`config.mk`:
```
export PLATFORM = sky130hd
export DESIGN_NAME = rpp_pins
export DESIGN_NICKNAME = d
export VERILOG_FILES = /design/src/inc/rpp_pkg.sv /design/src/logic/rpp_pins.sv
export VERILOG_INCLUDE_DIRS = /design/src /design/src/inc
export SDC_FILE = /design/constraint.sdc
export NUM_CORES = 1
export LEC_CHECK = 0
export BUFFER_PORTS_ARGS = -buffer_cell sky130_fd_sc_hd__buf_4
export CORE_MARGIN = 4
export CORE_UTILIZATION = 36
export CTS_BUF_LIST = sky130_fd_sc_hd__clkbuf_16
export DETAILED_ROUTE_END_ITERATION = 8
export HOLD_SLACK_MARGIN = 0.06
export PLACE_DENSITY_LB_ADDON = 0.3
export SLEW_MARGIN = 15
export SYNTH_ARGS = -nofsm -noshare
export SYNTH_HDL_FRONTEND = slang
export SYNTH_SLANG_ARGS = --single-unit
```
`constraint.sdc`:
```
create_clock -name sys_clk -period 4.75 [get_ports sys_clk]
set_input_delay 0.95 -clock sys_clk [delete_from_list [all_inputs] [get_ports sys_clk]]
set_output_delay 0.95 -clock sys_clk [all_outputs]
set_load 0.02 [all_outputs]
```
`src/inc/rpp_regs.svh`:
```
// register offsets, field positions, reset values and counts of the rmii pin block
`ifndef RPP_REGS_SVH
`define RPP_REGS_SVH

// ==========================================
// register map (byte addresses)
`define RPP_CTRL_OFS     8'h00
`define RPP_STAT_OFS     8'h04

// ==========================================
// control fields
`define RPP_CTRL_SPEED10 0
`define RPP_CTRL_HALF    1
`define RPP_CTRL_LOOP    2
`define RPP_CTRL_RESTRAP 3
`define RPP_CTRL_RST     4'h0

// ==========================================
// status fields
`define RPP_STAT_MODE_LSB 0
`define RPP_STAT_ADDR0    3
`define RPP_STAT_VALID    4
`define RPP_STAT_SFD      5
`define RPP_STAT_CRS      6
`define RPP_STAT_FULL     7

// ==========================================
// timing counts and constants
`define RPP_STRAP_CYC    4'h4
`define RPP_DIV_100      5'h02
`define RPP_DIV_10       5'h14
`define RPP_SFD_BYTE     8'hab

`endif

```
`src/inc/rpp_pkg.sv`:
```
// types shared by the rmii pin block
package rpp_pkg;

  // ==========================================
  // one receive dibit slot
  typedef struct packed {
    logic       active;
    logic       err;
    logic [1:0] dibit;
  } rpp_word_t;

  // ==========================================
  // captured configuration straps
  typedef struct packed {
    logic op_mode_strap_bit2;
    logic op_mode_strap_bit1;
    logic op_mode_strap_bit0;
    logic mgmt_addr_strap_bit0;
  } rpp_strap_t;

  typedef enum logic [1:0] {
    RPP_CFG_STRAP = 2'b01,
    RPP_CFG_RUN   = 2'b10
  } rpp_cfg_t;

endpackage : rpp_pkg

```
`src/logic/rpp_pins.sv`:
```
// rmii receive/transmit pin logic with shared configuration straps
//
// Local design decisions: the Wishbone register port and the address map.
`include "rpp_regs.svh"
`timescale 1ns/10ps
`default_nettype none

module rpp_pins
  import rpp_pkg::*;
(
  input  wire logic        sys_clk,
  input  wire logic        rst_n,
  input  wire logic        wb_cyc_i,
  input  wire logic        wb_stb_i,
  input  wire logic        wb_we_i,
  input  wire logic [7:0]  wb_adr_i,
  input  wire logic [3:0]  wb_sel_i,
  input  wire logic [31:0] wb_dat_i,
  output logic      [31:0] wb_dat_o,
  output logic             wb_ack_o,
  input  wire rpp_word_t   rx_word_i,
  input  wire logic        rx_valid_i,
  output logic             rx_ready_o,
  output logic      [1:0]  tx_dibit_o,
  output logic             tx_en_o,
  output logic             tx_tick_o,
  input  wire logic [1:0]  rxd_i,
  output logic      [1:0]  rxd_o,
  output logic             rxd_oe,
  input  wire logic        crs_dv_i,
  output logic             crs_dv_o,
  output logic             crs_dv_oe,
  input  wire logic        rx_er_i,
  output logic             rx_er_o,
  output logic             rx_er_oe,
  input  wire logic [1:0]  txd_i,
  input  wire logic        tx_en_i,
  output rpp_strap_t       strap_o,
  output logic             strap_valid_o
);

  // ==========================================
  // helpers
  function automatic logic hit(input logic [7:0] adr, input logic [7:0] ofs);
    hit = (adr[7:2] == ofs[7:2]);
  endfunction : hit

  // ==========================================
  // pin synchronisers
  logic [3:0] rxp_s1_reg;
  logic [3:0] rxp_s2_reg;
  logic [2:0] txp_s1_reg;
  logic [2:0] txp_s2_reg;

  always_ff @(posedge sys_clk or negedge rst_n) begin
    if (!rst_n) begin
      rxp_s1_reg <= 4'h0;
      rxp_s2_reg <= 4'h0;
      txp_s1_reg <= 3'h0;
      txp_s2_reg <= 3'h0;
    end else begin
      rxp_s1_reg <= {crs_dv_i, rx_er_i, rxd_i};
      rxp_s2_reg <= rxp_s1_reg;
      txp_s1_reg <= {tx_en_i, txd_i};
      txp_s2_reg <= txp_s1_reg;
    end
  end

  // ==========================================
  // control register and bus request
  logic       req;
  logic       wr_fire;
  logic       ack_reg;
  logic [3:0] ctrl_reg;
  logic       restrap;
  logic       speed10;
  logic       half_dup;
  logic       loop_sel;

  assign req      = wb_cyc_i & wb_stb_i;
  assign wr_fire  = req & ack_reg & wb_we_i & wb_sel_i[0];
  assign restrap  = wr_fire & hit(wb_adr_i, `RPP_CTRL_OFS) &
                    wb_dat_i[`RPP_CTRL_RESTRAP];
  assign speed10  = ctrl_reg[`RPP_CTRL_SPEED10];
  assign half_dup = ctrl_reg[`RPP_CTRL_HALF];
  // echo path shut off in 10 Mb/s half duplex
  assign loop_sel = ctrl_reg[`RPP_CTRL_LOOP] & ~(speed10 & half_dup);

  always_ff @(posedge sys_clk or negedge rst_n) begin
    if (!rst_n) begin
      ctrl_reg <= `RPP_CTRL_RST;
    end else if (wr_fire && hit(wb_adr_i, `RPP_CTRL_OFS)) begin
      // restrap bit is a strobe, never stored
      ctrl_reg <= {1'b0, wb_dat_i[2:0]};
    end
  end

  // ==========================================
  // strap phase
  rpp_cfg_t   cfg_reg;
  logic [3:0] strap_cnt_reg;
  rpp_strap_t strap_reg;
  logic       strap_take;

  assign strap_take = (cfg_reg == RPP_CFG_STRAP) &&
                      (strap_cnt_reg == `RPP_STRAP_CYC - 4'h1);

  always_ff @(posedge sys_clk or negedge rst_n) begin
    if (!rst_n) begin
      cfg_reg       <= RPP_CFG_STRAP;
      strap_cnt_reg <= 4'h0;
    end else if (restrap) begin
      cfg_reg       <= RPP_CFG_STRAP;
      strap_cnt_reg <= 4'h0;
    end else begin
      case (cfg_reg)
        RPP_CFG_STRAP: begin
          // pins float long enough for pull resistors and the synchroniser
          strap_cnt_reg <= strap_cnt_reg + 4'h1;
          if (strap_take) begin
            cfg_reg <= RPP_CFG_RUN;
          end
        end
        RPP_CFG_RUN: begin
          strap_cnt_reg <= 4'h0;
        end
        default: begin
          cfg_reg <= RPP_CFG_STRAP;
        end
      endcase
    end
  end

  always_ff @(posedge sys_clk or negedge rst_n) begin
    if (!rst_n) begin
      strap_reg <= '0;
    end else if (strap_take) begin
      strap_reg.op_mode_strap_bit0   <= rxp_s2_reg[0];
      strap_reg.op_mode_strap_bit1   <= rxp_s2_reg[1];
      strap_reg.op_mode_strap_bit2   <= rxp_s2_reg[3];
      strap_reg.mgmt_addr_strap_bit0 <= rxp_s2_reg[2];
    end
  end

  assign strap_o       = strap_reg;
  assign strap_valid_o = (cfg_reg == RPP_CFG_RUN);

  // ==========================================
  // dibit rate divider
  logic [4:0] div_reg;
  logic [4:0] div_max;
  logic       tick;

  assign div_max   = speed10 ? (`RPP_DIV_10 - 5'h01) : (`RPP_DIV_100 - 5'h01);
  assign tick      = (div_reg >= div_max);
  assign tx_tick_o = tick;

  always_ff @(posedge sys_clk or negedge rst_n) begin
    if (!rst_n) begin
      div_reg <= 5'h00;
    end else if (tick) begin
      div_reg <= 5'h00;
    end else begin
      div_reg <= div_reg + 5'h01;
    end
  end

  // ==========================================
  // transmit capture
  always_ff @(posedge sys_clk or negedge rst_n) begin
    if (!rst_n) begin
      tx_dibit_o <= 2'h0;
      tx_en_o    <= 1'b0;
    end else if (tick) begin
      // data only counts while enable is high
      tx_en_o    <= txp_s2_reg[2];
      tx_dibit_o <= txp_s2_reg[2] ? txp_s2_reg[1:0] : 2'h0;
    end
  end

  // ==========================================
  // two-entry receive buffer
  rpp_word_t  buf_mem [0:1];
  logic       wp_reg;
  logic       rp_reg;
  logic [1:0] cnt_reg;
  rpp_word_t  in_word;
  logic       in_valid;
  logic       in_ready;
  logic       push;
  logic       pop;
  logic       out_valid;
  rpp_word_t  out_word;

  always_comb begin
    in_word = rx_word_i;
    if (loop_sel) begin
      in_word.active = txp_s2_reg[2];
      in_word.err    = 1'b0;
      in_word.dibit  = txp_s2_reg[1:0];
    end
  end

  assign in_valid   = loop_sel ? tick : rx_valid_i;
  assign in_ready   = (cnt_reg != 2'h2);
  // core stalls while the loopback path owns the buffer
  assign rx_ready_o = in_ready & ~loop_sel;
  assign push       = in_valid & in_ready;
  assign out_valid  = (cnt_reg != 2'h0);
  assign pop        = tick & out_valid & (cfg_reg == RPP_CFG_RUN);
  assign out_word   = buf_mem[rp_reg];

  always_ff @(posedge sys_clk) begin
    if (push) begin
      buf_mem[wp_reg] <= in_word;
    end
  end

  always_ff @(posedge sys_clk or negedge rst_n) begin
    if (!rst_n) begin
      wp_reg  <= 1'b0;
      rp_reg  <= 1'b0;
      cnt_reg <= 2'h0;
    end else begin
      if (push) begin
        wp_reg <= ~wp_reg;
      end
      if (pop) begin
        rp_reg <= ~rp_reg;
      end
      cnt_reg <= cnt_reg + {1'b0, push} - {1'b0, pop};
    end
  end

  // ==========================================
  // delimiter tracking
  logic [7:0] hist_reg;
  logic [7:0] hist_next;
  logic       sfd_reg;

  assign hist_next = {hist_reg[5:0], out_word.dibit[0], out_word.dibit[1]};

  always_ff @(posedge sys_clk or negedge rst_n) begin
    if (!rst_n) begin
      hist_reg <= 8'h00;
      sfd_reg  <= 1'b0;
    end else if (pop) begin
      if (!out_word.active) begin
        hist_reg <= 8'h00;
        sfd_reg  <= 1'b0;
      end else begin
        hist_reg <= hist_next;
        if (hist_next == `RPP_SFD_BYTE) begin
          sfd_reg <= 1'b1;
        end
      end
    end
  end

  // ==========================================
  // receive pins
  logic crs_next;
  logic er_next;
  logic [1:0] rxd_next;

  always_comb begin
    crs_next = 1'b0;
    er_next  = 1'b0;
    rxd_next = 2'h0;
    if (out_valid) begin
      crs_next = out_word.active;
      er_next  = out_word.active & out_word.err;
      // at 10 Mb/s the preamble is hidden from the MAC
      if (out_word.active && (!speed10 || sfd_reg)) begin
        rxd_next = out_word.dibit;
      end
    end
  end

  always_ff @(posedge sys_clk or negedge rst_n) begin
    if (!rst_n) begin
      crs_dv_o <= 1'b0;
      rx_er_o  <= 1'b0;
      rxd_o    <= 2'h0;
    end else if (cfg_reg != RPP_CFG_RUN) begin
      crs_dv_o <= 1'b0;
      rx_er_o  <= 1'b0;
      rxd_o    <= 2'h0;
    end else if (tick) begin
      // an empty buffer at a slot shows an idle medium
      crs_dv_o <= crs_next;
      rx_er_o  <= er_next;
      rxd_o    <= rxd_next;
    end
  end

  always_ff @(posedge sys_clk or negedge rst_n) begin
    if (!rst_n) begin
      rxd_oe    <= 1'b0;
      crs_dv_oe <= 1'b0;
      rx_er_oe  <= 1'b0;
    end else begin
      rxd_oe    <= (cfg_reg == RPP_CFG_RUN) & ~restrap;
      crs_dv_oe <= (cfg_reg == RPP_CFG_RUN) & ~restrap;
      rx_er_oe  <= (cfg_reg == RPP_CFG_RUN) & ~restrap;
    end
  end

  // ==========================================
  // bus answer
  logic [31:0] rd_next;

  always_comb begin
    rd_next = 32'h0;
    if (hit(wb_adr_i, `RPP_CTRL_OFS)) begin
      rd_next[3:0] = ctrl_reg;
    end else if (hit(wb_adr_i, `RPP_STAT_OFS)) begin
      rd_next[`RPP_STAT_MODE_LSB+:3] = {strap_reg.op_mode_strap_bit2,
        strap_reg.op_mode_strap_bit1, strap_reg.op_mode_strap_bit0};
      rd_next[`RPP_STAT_ADDR0] = strap_reg.mgmt_addr_strap_bit0;
      rd_next[`RPP_STAT_VALID] = strap_valid_o;
      rd_next[`RPP_STAT_SFD]   = sfd_reg;
      rd_next[`RPP_STAT_CRS]   = crs_dv_o;
      rd_next[`RPP_STAT_FULL]  = ~in_ready;
    end
  end

  always_ff @(posedge sys_clk or negedge rst_n) begin
    if (!rst_n) begin
      ack_reg  <= 1'b0;
      wb_dat_o <= 32'h0;
    end else begin
      ack_reg <= req & ~ack_reg;
      if (req && !ack_reg) begin
        wb_dat_o <= wb_we_i ? 32'h0 : rd_next;
      end
    end
  end

  assign wb_ack_o = ack_reg;
endmodule : rpp_pins

`default_nettype wire

```
After elaboration in Yosys (flattened, before gate mapping)
Memory sizes are Yosys's and may differ from the RTL's.
Cells that the tools add are included.
{"block": "totals", "mem_count": 1, "regBits": 84, "in_bits": 61, "latchBits": 0, "ram_bits": 8, "wordCells": 105, "rom_bits": 0, "output_inout_bits": 50}
{"memory": "buf_mem", "words": 2, "word_bits": 4, "read_ports": 1, "rd_clocked_by_memory_dff": 0, "write_ports": 1, "line": "rpp_pins.sv:183", "rtl": "rpp_word_t buf_mem [0:1];"}
{"block": "classes", "n_eq_ne": 10, "bitwise": 22, "mul": 0, "reduce_logical": 13, "div_mod_pow": 0, "addsub": 4, "mux": 29, "n_shift": 0, "n_lt_le_gt_ge": 1}
{"op": "4-bit 2-to-1 mux", "n": 4}
{"op": "8-bit 2-to-1 mux", "n": 2}
{"op": "1-bit bitwise AND", "n": 15}
{"op": "2-bit 2-to-1 mux", "n": 7}
{"op": "1-bit 2-to-1 mux", "n": 11}
{"op": "5-bit 2-to-1 mux", "n": 2}
{"op": "8-bit == test, second input constant", "n": 1}
{"op": "4-bit case mux with 2 select lines", "n": 1}
{"op": "1-bit NOT", "n": 7}
{"op": "6-bit by 1-bit == test with 1-bit output, second input constant", "n": 1}
{"op": "6-bit zero test", "n": 1}
{"op": "6-bit 2-to-1 mux", "n": 1}
{"op": "5-bit by 1-bit adder with 5-bit output, second input constant", "n": 1}
{"op": "5-bit greater-or-equal comparator", "n": 1}
{"op": "4-bit by 1-bit adder with 4-bit output, second input constant", "n": 1}
{"op": "4-bit by 2-bit == test with 1-bit output, second input constant", "n": 1}
{"op": "1-bit logical AND", "n": 4}
{"op": "2-bit by 1-bit inequality test with 1-bit output, second input constant", "n": 2}
{"op": "2-bit inequality test, second input constant", "n": 2}
{"op": "2-bit case mux with 2 select lines", "n": 1}
{"op": "2-bit AND reduction", "n": 2}
{"op": "2-bit nonzero test", "n": 2}
{"op": "3-bit inequality test, second input constant", "n": 1}
{"op": "3-bit nonzero test", "n": 1}
{"op": "6 further kinds", "n": 7}

Logic depth before layout (Yosys ltp)
Gate-level depths: netlist of run 1.
{"block": "depth", "depth_word": 8, "ltp_mapped": 10, "ltp_nobuf": 10}

Worst setup path before layout of run 1
OpenSTA, ideal clock, no wires.
{"block": "synth_path", "path_type": "reg-to-output", "start": "reg ctrl_reg[0]", "end": "out tx_tick_o", "n_path_buf": 1, "setup_slack_ns": 2.139, "required_ns": 3.800, "stages_incl_launch_ff": 7, "arrival_time_ns": 1.661, "path_cell_list": "dfrtp_1 inv_1 ha_1 a2111o_1 a21oi_2 inv_1 buf_2"}
{"block": "synth_between", "elab_chain_len": 2}
{"item": "from (decl)", "line": "rpp_pins.sv:74", "rtl": "logic [3:0] ctrl_reg;"}
{"item": "from (signal assigned)", "line": "rpp_pins.sv:91", "rtl": "ctrl_reg <= `RPP_CTRL_RST;"}
{"item": "from (signal assigned)", "line": "rpp_pins.sv:94", "rtl": "ctrl_reg <= {1'b0, wb_dat_i[2:0]};"}
{"item": "5-bit 2-to-1 mux", "line": "rpp_pins.sv:154", "rtl": "assign div_max = speed10 ? (`RPP_DIV_10 - 5'h01) : (`RPP_DIV_100 - 5'h01);"}
{"item": "5-bit greater-or-equal comparator", "line": "rpp_pins.sv:155", "rtl": "assign tick = (div_reg >= div_max);"}
{"item": "to (decl)", "line": "rpp_pins.sv:26", "rtl": "output logic tx_tick_o,"}
Every way passes these cells.

Worst setup path in the final report of run 1
Same ends and word-level chain as after synthesis.

==> results of run 1 <==
==> logic make-up after synthesis <==
group           Yosys count  synth area share [%]
flops                    68                 58.88
simple gates             64                 11.29
buf+inv                  41                 8.707
compound gates           39                 9.553
mux                      18                 6.551
xor+xnor                  8                 2.367
fa+ha+maj                 6                 2.536
other cells               1                0.1267
==> power groups by stage <==
| stage | clock network (W) | registers [W] | logic [W] |
|---|---|---|---|
| finish | 0.000607 | 0.000835 | 0.000495 |
| global route | 0.000648 | 0.000855 | 0.000560 |
| CTS | 0.000627 | 0.000833 | 0.000504 |
| detailed placement | 0 | 0.000841 | 0.000501 |
| global placement | 0 | 0.000835 | 0.000487 |
| floorplan | 0 | 0.000833 | 0.000350 |
==> how the worst max path moves through the flow <==
stage / depth (start not counted) / slack (ns) / endpoint
6_report: 6 / 1.66 / tx_tick_o
5_1_grt: 6 / 1.52 / tx_tick_o
4_1_cts: 6 / 1.62 / tx_tick_o
3_5_place_dp: 6 / 1.99 / tx_tick_o
3_3_place_gp: 6 / 2.02 / tx_tick_o
2_1_floorplan: 6 / 2.14 / tx_tick_o
==> layout by cell type (no fill, tap or decap), types with 3 or more instances in the layout <==
master / netlist / routed
dfrtp_1: 59 / 59
buf_4: 26 / 54
conb_1: 1 / 24
nor2_1: 19 / 19
nand2_1: 19 / 19
o21ai_0: 13 / 13
mux2_2: 11 / 11
clkbuf_16: 0 / 10
inv_1: 8 / 9
edfxtp_1: 8 / 8
nand3_1: 7 / 7
mux2i_1: 7 / 7
ha_1: 6 / 6
a22o_2: 5 / 5
xor2_1: 4 / 4
xnor2_1: 4 / 4
o31ai_1: 4 / 4
and2_1: 3 / 3
a21oi_1: 3 / 3
==> metal layers <==
layer  GRT usage (%)  vias to the layer above
li1                -                      916
met1           14.84                      909
met2           18.82                       45
met3           4.246                       10
met4           4.412                        0
met5               0                        -
==> worst register-to-register path, delay by kind of cell (launching register included) <==
kind	cells	cell delay, ns
adder cells (fa/ha/maj)	3	0.81
AO/OA/AOI/OAI	2	0.59
XOR/XNOR	2	0.31
AND/OR/NAND/NOR	1	0.15
buffers and inverters	3	0.42
flip-flops	1	0.39
==> per-stage QoR <==
step	cells	total power [W]	setup WS [ns]
2_1_floorplan	268	0.001183	2.139
3_3_place_gp	391	0.001322	2.016
3_5_place_dp	391	0.001342	1.987
4_1_cts	407	0.001964	1.624
5_1_grt	407	0.002064	1.525
6_report	407	0.001938	1.660
==> layout make-up <==
| class | count | area [um2] | area share, % |
|---|---|---|---|
| Clock buffer | 10 | 250.2 | 6.880 |
| Tap cell | 102 | 127.6 | 3.509 |
| Clock inverter | 6 | 28.78 | 0.7912 |
| Multi-Input combinational cell | 159 | 1052 | 28.93 |
| Inverter | 8 | 30.03 | 0.8256 |
| Sequential cell | 68 | 1743 | 47.92 |
| Timing Repair Buffer | 54 | 405.4 | 11.15 |
==> results.sh, run 1 <==
export IMPL_run_status="complete, no violations"
export IMPL_routabilityCongestion=0.7107
export IMPL_drc=0
export IMPL_cts_tree="yes"
export IMPL_crit_start="ctrl_reg[0]"
export IMPL_fillers=718
export IMPL_drv_slew=0
export IMPL_m1WireLength_um=2431
export IMPL_wl_met2_um=2719
export IMPL_worst_path_buf_inv=3
export IMPL_fmax_ghz=0.3236
export IMPL_first_pass_iters=4
export IMPL_yosysTopAreaCell="dfrtp_1"
export IMPL_cts_resized=0
export IMPL_p_sw_w=0.0006228
export IMPL_cts_root_buf="clkbuf_16"
export IMPL_ys_types=44
export IMPL_synth_most_common_cell="dfrtp_1"
export IMPL_vias=1880
export IMPL_cts_sinks=68
export IMPL_place_area_mm2=0.003352
export IMPL_slew_headroom_pct=25.97
export IMPL_min_delay_worst_endpoint="rxp_s2_reg[3]"
export IMPL_p_clk_share_pct=31.3
export IMPL_path_cells="inv_1 -> ha_1 -> a2111o_1 -> a21oi_2 -> inv_1 -> buf_4"
export IMPL_path_class="reg2out"
export IMPL_core_mm2=0.007848
export IMPL_synth_seq_area_share_pct=58.88
export IMPL_synth_async_sr_flop_share_pct=88.24
export IMPL_dpl_hpwl_um=3973
export IMPL_path_max_fanout=11
export IMPL_clkLatencyLatePin_ns=0.32
export IMPL_hold_slack_ns=0.3462
export IMPL_final_core_util_pct=46.35
export IMPL_reg2regPathDepth=11
export IMPL_setup_viol=0
export IMPL_fin_tns_setup_ns=0
export IMPL_initial_core_util_pct=37.72
export IMPL_ys_top_cells_by_area="dfrtp_1 (50%), edfxtp_1 (8.1%), buf_4 (6.6%)"
export IMPL_drt_total_wl_um=5546
export IMPL_ir_drop_mv=0.2028
export IMPL_avgSynthCellArea_um2=12.08
export IMPL_die_h_um=98.68
export IMPL_arrival_ns=2.14
export IMPL_synthTopCellsByCount="dfrtp_1 (59), buf_4 (26), nand2_1 (19), nor2_1 (19), o21ai_0 (13)"
export IMPL_dr_wl_met3_um=316
export IMPL_n_antenna_cell=0
export IMPL_fp_row_count=32
export IMPL_numCtsBuffers=9
export IMPL_cpMostUsedCell="inv_1"
export IMPL_grt_pass1_vias=1847
export IMPL_cts_max_level=3
export IMPL_fin_skew_ns=0.003535
export IMPL_grt_antenna_before_repair=0
export IMPL_cts_clk_slew_worst_paths_ns=0.05
export IMPL_hold_class="reg2reg"
export IMPL_reg2reg_slack_ns=2.01
export IMPL_slowest_stage="a2111o_1"
export IMPL_grt_use_total_pct=11.83
export IMPL_fin_area_mm2=0.003637
export IMPL_yosysWarnings=0
export IMPL_ys_flop_type="dfrtp_1"
export IMPL_ios=111
export IMPL_grt_max_degree=61
export IMPL_synth_edf_count=8
export IMPL_nets=367
export IMPL_synth_cells=245
export IMPL_p_comb_share_pct=25.6
export IMPL_area_growth_synth_to_final_pct=22.87
export IMPL_grt_setup_unrepaired="false"
export IMPL_hold_buffers=0
export IMPL_worst_pin_slew_ns=1.099
export IMPL_io_buffer_count=53
export IMPL_period_share_pct=65.05
export IMPL_min_from="rxp_s1_reg[3]"
export IMPL_whs_path_depth=0
export IMPL_critPathCaptureType="output port"
export IMPL_syn_area_mm2=0.002960
export IMPL_start_kind="flop"
export IMPL_slowest_delay_ns=0.43
export IMPL_cap_violations=0
export IMPL_fp_dieArea_mm2=0.009738
export IMPL_cts_setup_buffers=0
export IMPL_internal_power_w=0.001315
export IMPL_drive_gt1_share_pct=29.84
export IMPL_hold_viol=0
export IMPL_p_per_area_mw_per_mm2=532.9
export IMPL_clockBufferDepth=2
export IMPL_synth_seq_cells=68
export IMPL_swShare_pct=32.13
export IMPL_drtIter0Drc=62
export IMPL_overflow=0
export IMPL_wl_per_cell_um=13.63
export IMPL_path_delay_family="compound AO/OA/AOI/OAI gates"
export IMPL_p_leak_nw=1.737
export IMPL_grt_pass1_wl_um=9108
export IMPL_routed_via_density=4.619
export IMPL_reg2reg_to="cnt_reg[1]"
export IMPL_die_w_um=98.68
export IMPL_finalCriticalPeriod_ns=3.090
export IMPL_top_layer_used="met4"
export IMPL_antenna_left=0
export IMPL_seq_power_share_pct=43.1
export IMPL_r2r_start="ctrl_reg[0]"
export IMPL_yosys_area_top_type_share_pct=49.87
export IMPL_critPathRequiredTime_ns=3.80
Note: power is estimated with default switching activity, not from simulation.
==> inputs of run 2 (changes only) <==
- clock period: 4.75 -> 2.6 ns (I/O delays scaled with it)
==> results.sh, run 2 (same netlist as run 1, synthesis figures left out) <==
export IMPL_run_status="complete, no violations"
export IMPL_seq_power_share_pct=38.9
export IMPL_drc=0
export IMPL_fin_tns_setup_ns=0
export IMPL_cts_root_buf="clkbuf_16"
export IMPL_swShare_pct=30.11
export IMPL_critPathRequiredTime_ns=2.08
export IMPL_period_share_pct=95.48
export IMPL_p_per_area_mw_per_mm2=1023
export IMPL_slowest_delay_ns=0.41
export IMPL_cpMostUsedCell="inv_1"
export IMPL_wl_per_cell_um=13.44
export IMPL_r2r_start="ctrl_reg[0]"
export IMPL_die_w_um=98.68
export IMPL_drt_total_wl_um=5646
export IMPL_first_pass_iters=4
export IMPL_reg2reg_to="cnt_reg[1]"
export IMPL_clockBufferDepth=2
export IMPL_drtIter0Drc=61
export IMPL_fin_area_mm2=0.003800
export IMPL_cap_violations=0
export IMPL_p_clk_share_pct=35.3
export IMPL_reg2regPathDepth=11
export IMPL_hold_viol=0
export IMPL_core_mm2=0.007848
export IMPL_start_kind="flop"
export IMPL_p_comb_share_pct=25.8
export IMPL_p_sw_w=0.001171
export IMPL_initial_core_util_pct=37.72
export IMPL_grt_antenna_before_repair=0
export IMPL_slew_headroom_pct=50.68
export IMPL_critPathCaptureType="output port"
export IMPL_hold_class="in2async"
export IMPL_fin_skew_ns=0.005649
export IMPL_clkLatencyLatePin_ns=0.32
export IMPL_internal_power_w=0.002718
export IMPL_path_class="reg2out"
export IMPL_n_antenna_cell=0
export IMPL_grt_max_degree=61
export IMPL_dp_slack_ns=0.2442
export IMPL_cts_clk_slew_worst_paths_ns=0.05
export IMPL_setup_viol=0
export IMPL_grt_pass1_vias=1872
export IMPL_worst_path_buf_inv=4
export IMPL_routed_via_density=4.679
export IMPL_path_cells="inv_1 -> ha_1 -> a2111o_1 -> a21oi_4 -> buf_6 -> inv_1 -> buf_4"
export IMPL_fp_dieArea_mm2=0.009738
export IMPL_fin_ws_ns=0.1175
export IMPL_vias=1965
export IMPL_dpl_hpwl_um=4060
export IMPL_fp_row_count=32
export IMPL_routabilityCongestion=0.7322
export IMPL_p_leak_nw=1.829
export IMPL_arrival_ns=1.96
export IMPL_place_area_mm2=0.003412
export IMPL_grt_setup_unrepaired="false"
export IMPL_grt_use_total_pct=11.76
export IMPL_cts_tree="yes"
export IMPL_drive_gt1_share_pct=33.02
export IMPL_ir_drop_mv=0.4484
export IMPL_worst_pin_slew_ns=0.7398
export IMPL_die_h_um=98.68
export IMPL_numCtsBuffers=9
export IMPL_path_delay_family="compound AO/OA/AOI/OAI gates"
export IMPL_hold_buffers=0
export IMPL_antenna_left=0
export IMPL_drv_slew=0
export IMPL_slowest_stage="a2111o_1"
export IMPL_overflow=0
export IMPL_cts_max_level=3
export IMPL_mostFrequentLayoutCells="buf_4 (66), dfrtp_1 (59), conb_1 (24), nor2_1 (19), nand2_1 (19)"
export IMPL_fmax_ghz=0.4028
export IMPL_nets=380
export IMPL_reg2reg_slack_ns=0.26
export IMPL_finalCriticalPeriod_ns=2.483
export IMPL_grt_pass1_wl_um=9087
export IMPL_final_common_cell="buf_4"
export IMPL_area_growth_synth_to_final_pct=28.36
export IMPL_ios=111
export IMPL_cts_sinks=68
export IMPL_io_buffer_count=53
export IMPL_path_max_fanout=8
run 2: per-layer routing:
metal  wire [um]  global-route usage, %
met5           0                      0
met4         108                  4.097
met3         327                  3.539
met2        2679                  18.77
met1        2531                  15.24
run 2: worst reg2reg max path, cell delays in order (launching register included):
cell	delay [ns]
dfrtp_1	0.36
inv_1	0.06
ha_1	0.29
a2111o_1	0.41
a21oi_4	0.17
buf_4	0.15
nor2_1	0.05
ha_1	0.28
inv_1	0.04
ha_1	0.18
xnor2_1	0.16
xnor2_1	0.13
run 2: power groups by stage:
| stage | sequential [W] | clock [W] | combinational (W) |
|---|---|---|---|
| 5_1_grt | 0.00155 | 0.00144 | 0.00112 |
| 6_report | 0.00151 | 0.00137 | 0.00100 |
| 3_5_place_dp | 0.00153 | 0 | 0.000952 |
| 2_1_floorplan | 0.00152 | 0 | 0.000640 |
| 3_3_place_gp | 0.00153 | 0 | 0.000925 |
| 4_1_cts | 0.00152 | 0.00140 | 0.000984 |
run 2: timing repair:
action	in CTS	in global routing
resized for setup	2	0
setup buffers	1	4
endpoints found under the setup margin	1	1
pin swaps	1	1
run 2: metrics by stage:
| step | hold slack [ns] | total power (W) | util [%] | std cells |
|---|---|---|---|---|
| after floorplan | 0.2244 | 0.002161 | - | 268 |
| after global placement | 0.3323 | 0.002451 | 43.48 | 399 |
| after detailed placement | 0.3347 | 0.002486 | 43.48 | 399 |
| after CTS | 0.2907 | 0.003895 | 48.04 | 416 |
| after global routing | 0.2869 | 0.004107 | 48.42 | 420 |
| final | 0.2557 | 0.003889 | 48.42 | 420 |
run 2: final cells by class:
class	count	area, um2
clock buffers	9	225.2
well taps	102	127.6
flip-flops and latches	68	1743
clock inverters	7	113.9
fillers	704	4048
repair buffers	67	506.7
multi-input cells	159	1054
inverters	8	30.03
run 2: how the worst max path moves through the flow:
| stage | start | to | depth (start not counted) | slack [ns] |
|---|---|---|---|---|
| final | ctrl_reg[0] | tx_tick_o | 7 | 0.12 |
| after global routing | ctrl_reg[0] | tx_tick_o | 7 | 0.03 |
| after CTS | ctrl_reg[0] | tx_tick_o | 7 | 0.02 |
| after detailed placement | ctrl_reg[0] | rxd_o[0] | 9 | 0.24 |
| after global placement | ctrl_reg[0] | tx_tick_o | 7 | 0.26 |
| after floorplan | ctrl_reg[0] | cnt_reg[1] | 10 | 0.21 |
==> inputs of run 3 (changes only) <==
- GPL_TIMING_DRIVEN: unset -> 0
- PLACE_DENSITY_LB_ADDON: 0.3 -> 0.08
==> results.sh, run 3 (same netlist as run 1, synthesis figures left out) <==
export IMPL_run_status="complete, no violations"
export IMPL_ios=111
export IMPL_clockBufferDepth=2
export IMPL_wl_per_cell_um=13.77
export IMPL_antenna_left=0
export IMPL_slew_headroom_pct=48.26
export IMPL_path_max_fanout=3
export IMPL_fin_tns_setup_ns=0
export IMPL_p_leak_nw=1.932
export IMPL_routed_via_density=4.573
export IMPL_io_buffer_count=53
export IMPL_core_mm2=0.007848
export IMPL_nets=403
export IMPL_grt_setup_unrepaired="false"
export IMPL_die_h_um=98.68
export IMPL_vias=2026
export IMPL_grt_pass1_vias=1971
export IMPL_critPathRequiredTime_ns=2.08
export IMPL_dpl_hpwl_um=4253
export IMPL_initial_core_util_pct=37.72
export IMPL_cts_tree="yes"
export IMPL_drv_slew=0
export IMPL_drc=0
export IMPL_cts_sinks=68
export IMPL_path_delay_family="compound AO/OA/AOI/OAI gates"
export IMPL_first_pass_iters=4
export IMPL_overflow=0
export IMPL_place_inst=423
export IMPL_slowest_stage="a2111o_1"
export IMPL_critPathCaptureType="output port"
export IMPL_mostFrequentLayoutCells="buf_4 (83), dfrtp_1 (59), conb_1 (24), nand2_1 (19), nor2_1 (18)"
export IMPL_final_common_cell="buf_4"
export IMPL_drt_total_wl_um=6098
export IMPL_path_cells="inv_2 -> ha_1 -> a2111o_1 -> a21oi_4 -> clkinvlp_4 -> buf_4"
export IMPL_fillers=741
export IMPL_fp_row_count=32
export IMPL_path_class="reg2out"
export IMPL_cts_clk_slew_worst_paths_ns=0.06
export IMPL_grt_max_degree=61
export IMPL_fmax_ghz=0.3960
export IMPL_routabilityCongestion=0.7165
export IMPL_fin_skew_ns=0.004788
export IMPL_hold_viol=0
export IMPL_arrival_ns=2.01
export IMPL_setup_viol=0
export IMPL_stdcell_count=443
export IMPL_drive_gt1_share_pct=38.12
export IMPL_period_share_pct=97.13
export IMPL_hold_slack_ns=0.2734
export IMPL_p_per_area_mw_per_mm2=986.1
export IMPL_hold_buffers=0
export IMPL_area_growth_synth_to_final_pct=34.07
export IMPL_clkLatencyLatePin_ns=0.32
export IMPL_cts_root_buf="clkbuf_16"
export IMPL_grt_antenna_before_repair=0
export IMPL_cap_violations=0
export IMPL_grt_pass1_wl_um=9984
export IMPL_fp_dieArea_mm2=0.009738
export IMPL_numCtsBuffers=9
export IMPL_finalCriticalPeriod_ns=2.525
export IMPL_n_antenna_cell=0
export IMPL_slowest_delay_ns=0.41
export IMPL_fin_area_mm2=0.003969
export IMPL_die_w_um=98.68
export IMPL_worst_path_buf_inv=3
export IMPL_drtIter0Drc=66
export IMPL_cts_max_level=3
export IMPL_grt_use_total_pct=13.26
export IMPL_hold_class="in2async"
export IMPL_start_kind="flop"
export IMPL_ir_drop_mv=0.4617
export IMPL_worst_pin_slew_ns=0.7745
export IMPL_place_area_mm2=0.003572
## run 3: repair_timing
action,CTS,global route
hold endpoints to repair,0,0
setup buffers,4,1
pin swaps,2,4
setup endpoints to repair,2,1
gates resized for setup,3,2
## run 3: worst paths after layout
check                         startpoint            end  slack [ns]  cells after the start
setup / recovery             ctrl_reg[0]      tx_tick_o        0.07                      6
hold / removal                     rst_n    wb_dat_o[4]        0.27                      1
setup reg to reg             ctrl_reg[0]     cnt_reg[1]        0.14                     11
hold reg to reg            rxp_s1_reg[3]  rxp_s2_reg[3]        0.35                      0
max in group asynchronous          rst_n    ctrl_reg[1]        1.83                      1
min in group sys_clk            txd_i[1]  txp_s1_reg[1]        0.30                      1
## run 3: report_power, final
group	leakage [nW]	switching (W)	internal [W]	total, W
sequential	0.836	0.000166	0.00131	0.00148
clock	0.163	0.000438	0.000932	0.00137
combinational	0.933	0.000592	0.000476	0.00107
total	1.93	0.00120	0.00272	0.00391
## run 3: worst register-to-register path, stage by stage, from the launching register on
cell and delay, ns:
dfrtp_1 0.37, inv_2 0.06, ha_1 0.28, a2111o_1 0.41, a21oi_4 0.23, buf_6 0.14, nor2_2 0.07, ha_1 0.31
inv_1 0.04, ha_1 0.18, xnor2_1 0.16, xnor2_1 0.14
## run 3: final cells by class
type	instances	area [um2]	area share, %
Sequential cell	68	1743	43.92
Multi-Input combinational cell	159	1062	26.77
Timing Repair Buffer	58	439.2	11.07
Clock buffer	9	225.2	5.675
Buffer	32	222.7	5.612
Tap cell	102	127.6	3.216
Clock inverter	7	115.1	2.900
Inverter	8	33.78	0.8512
## run 3: metrics by stage
stage	setup slack (ns)	utilization, %	power, W
3_5_place_dp	-0.1457	45.52	0.002505
5_1_grt	0.01105	50.57	0.004145
2_1_floorplan	0.2069	-	0.002161
4_1_cts	0.02234	50.32	0.003948
3_3_place_gp	-0.1193	45.52	0.002483
6_report	0.07467	50.57	0.003914
## run 3: per-layer routing
| metal | up-vias | track usage [%] | share of wire (%) |
|---|---|---|---|
| met4 | 0 | 5.357 | 1.0 |
| met1 | 982 | 17.53 | 46 |
| met3 | 5 | 3.963 | 5.4 |
| met5 | - | 0 | 0 |
| met2 | 46 | 20.44 | 48 |
| li1 | 993 | - | - |
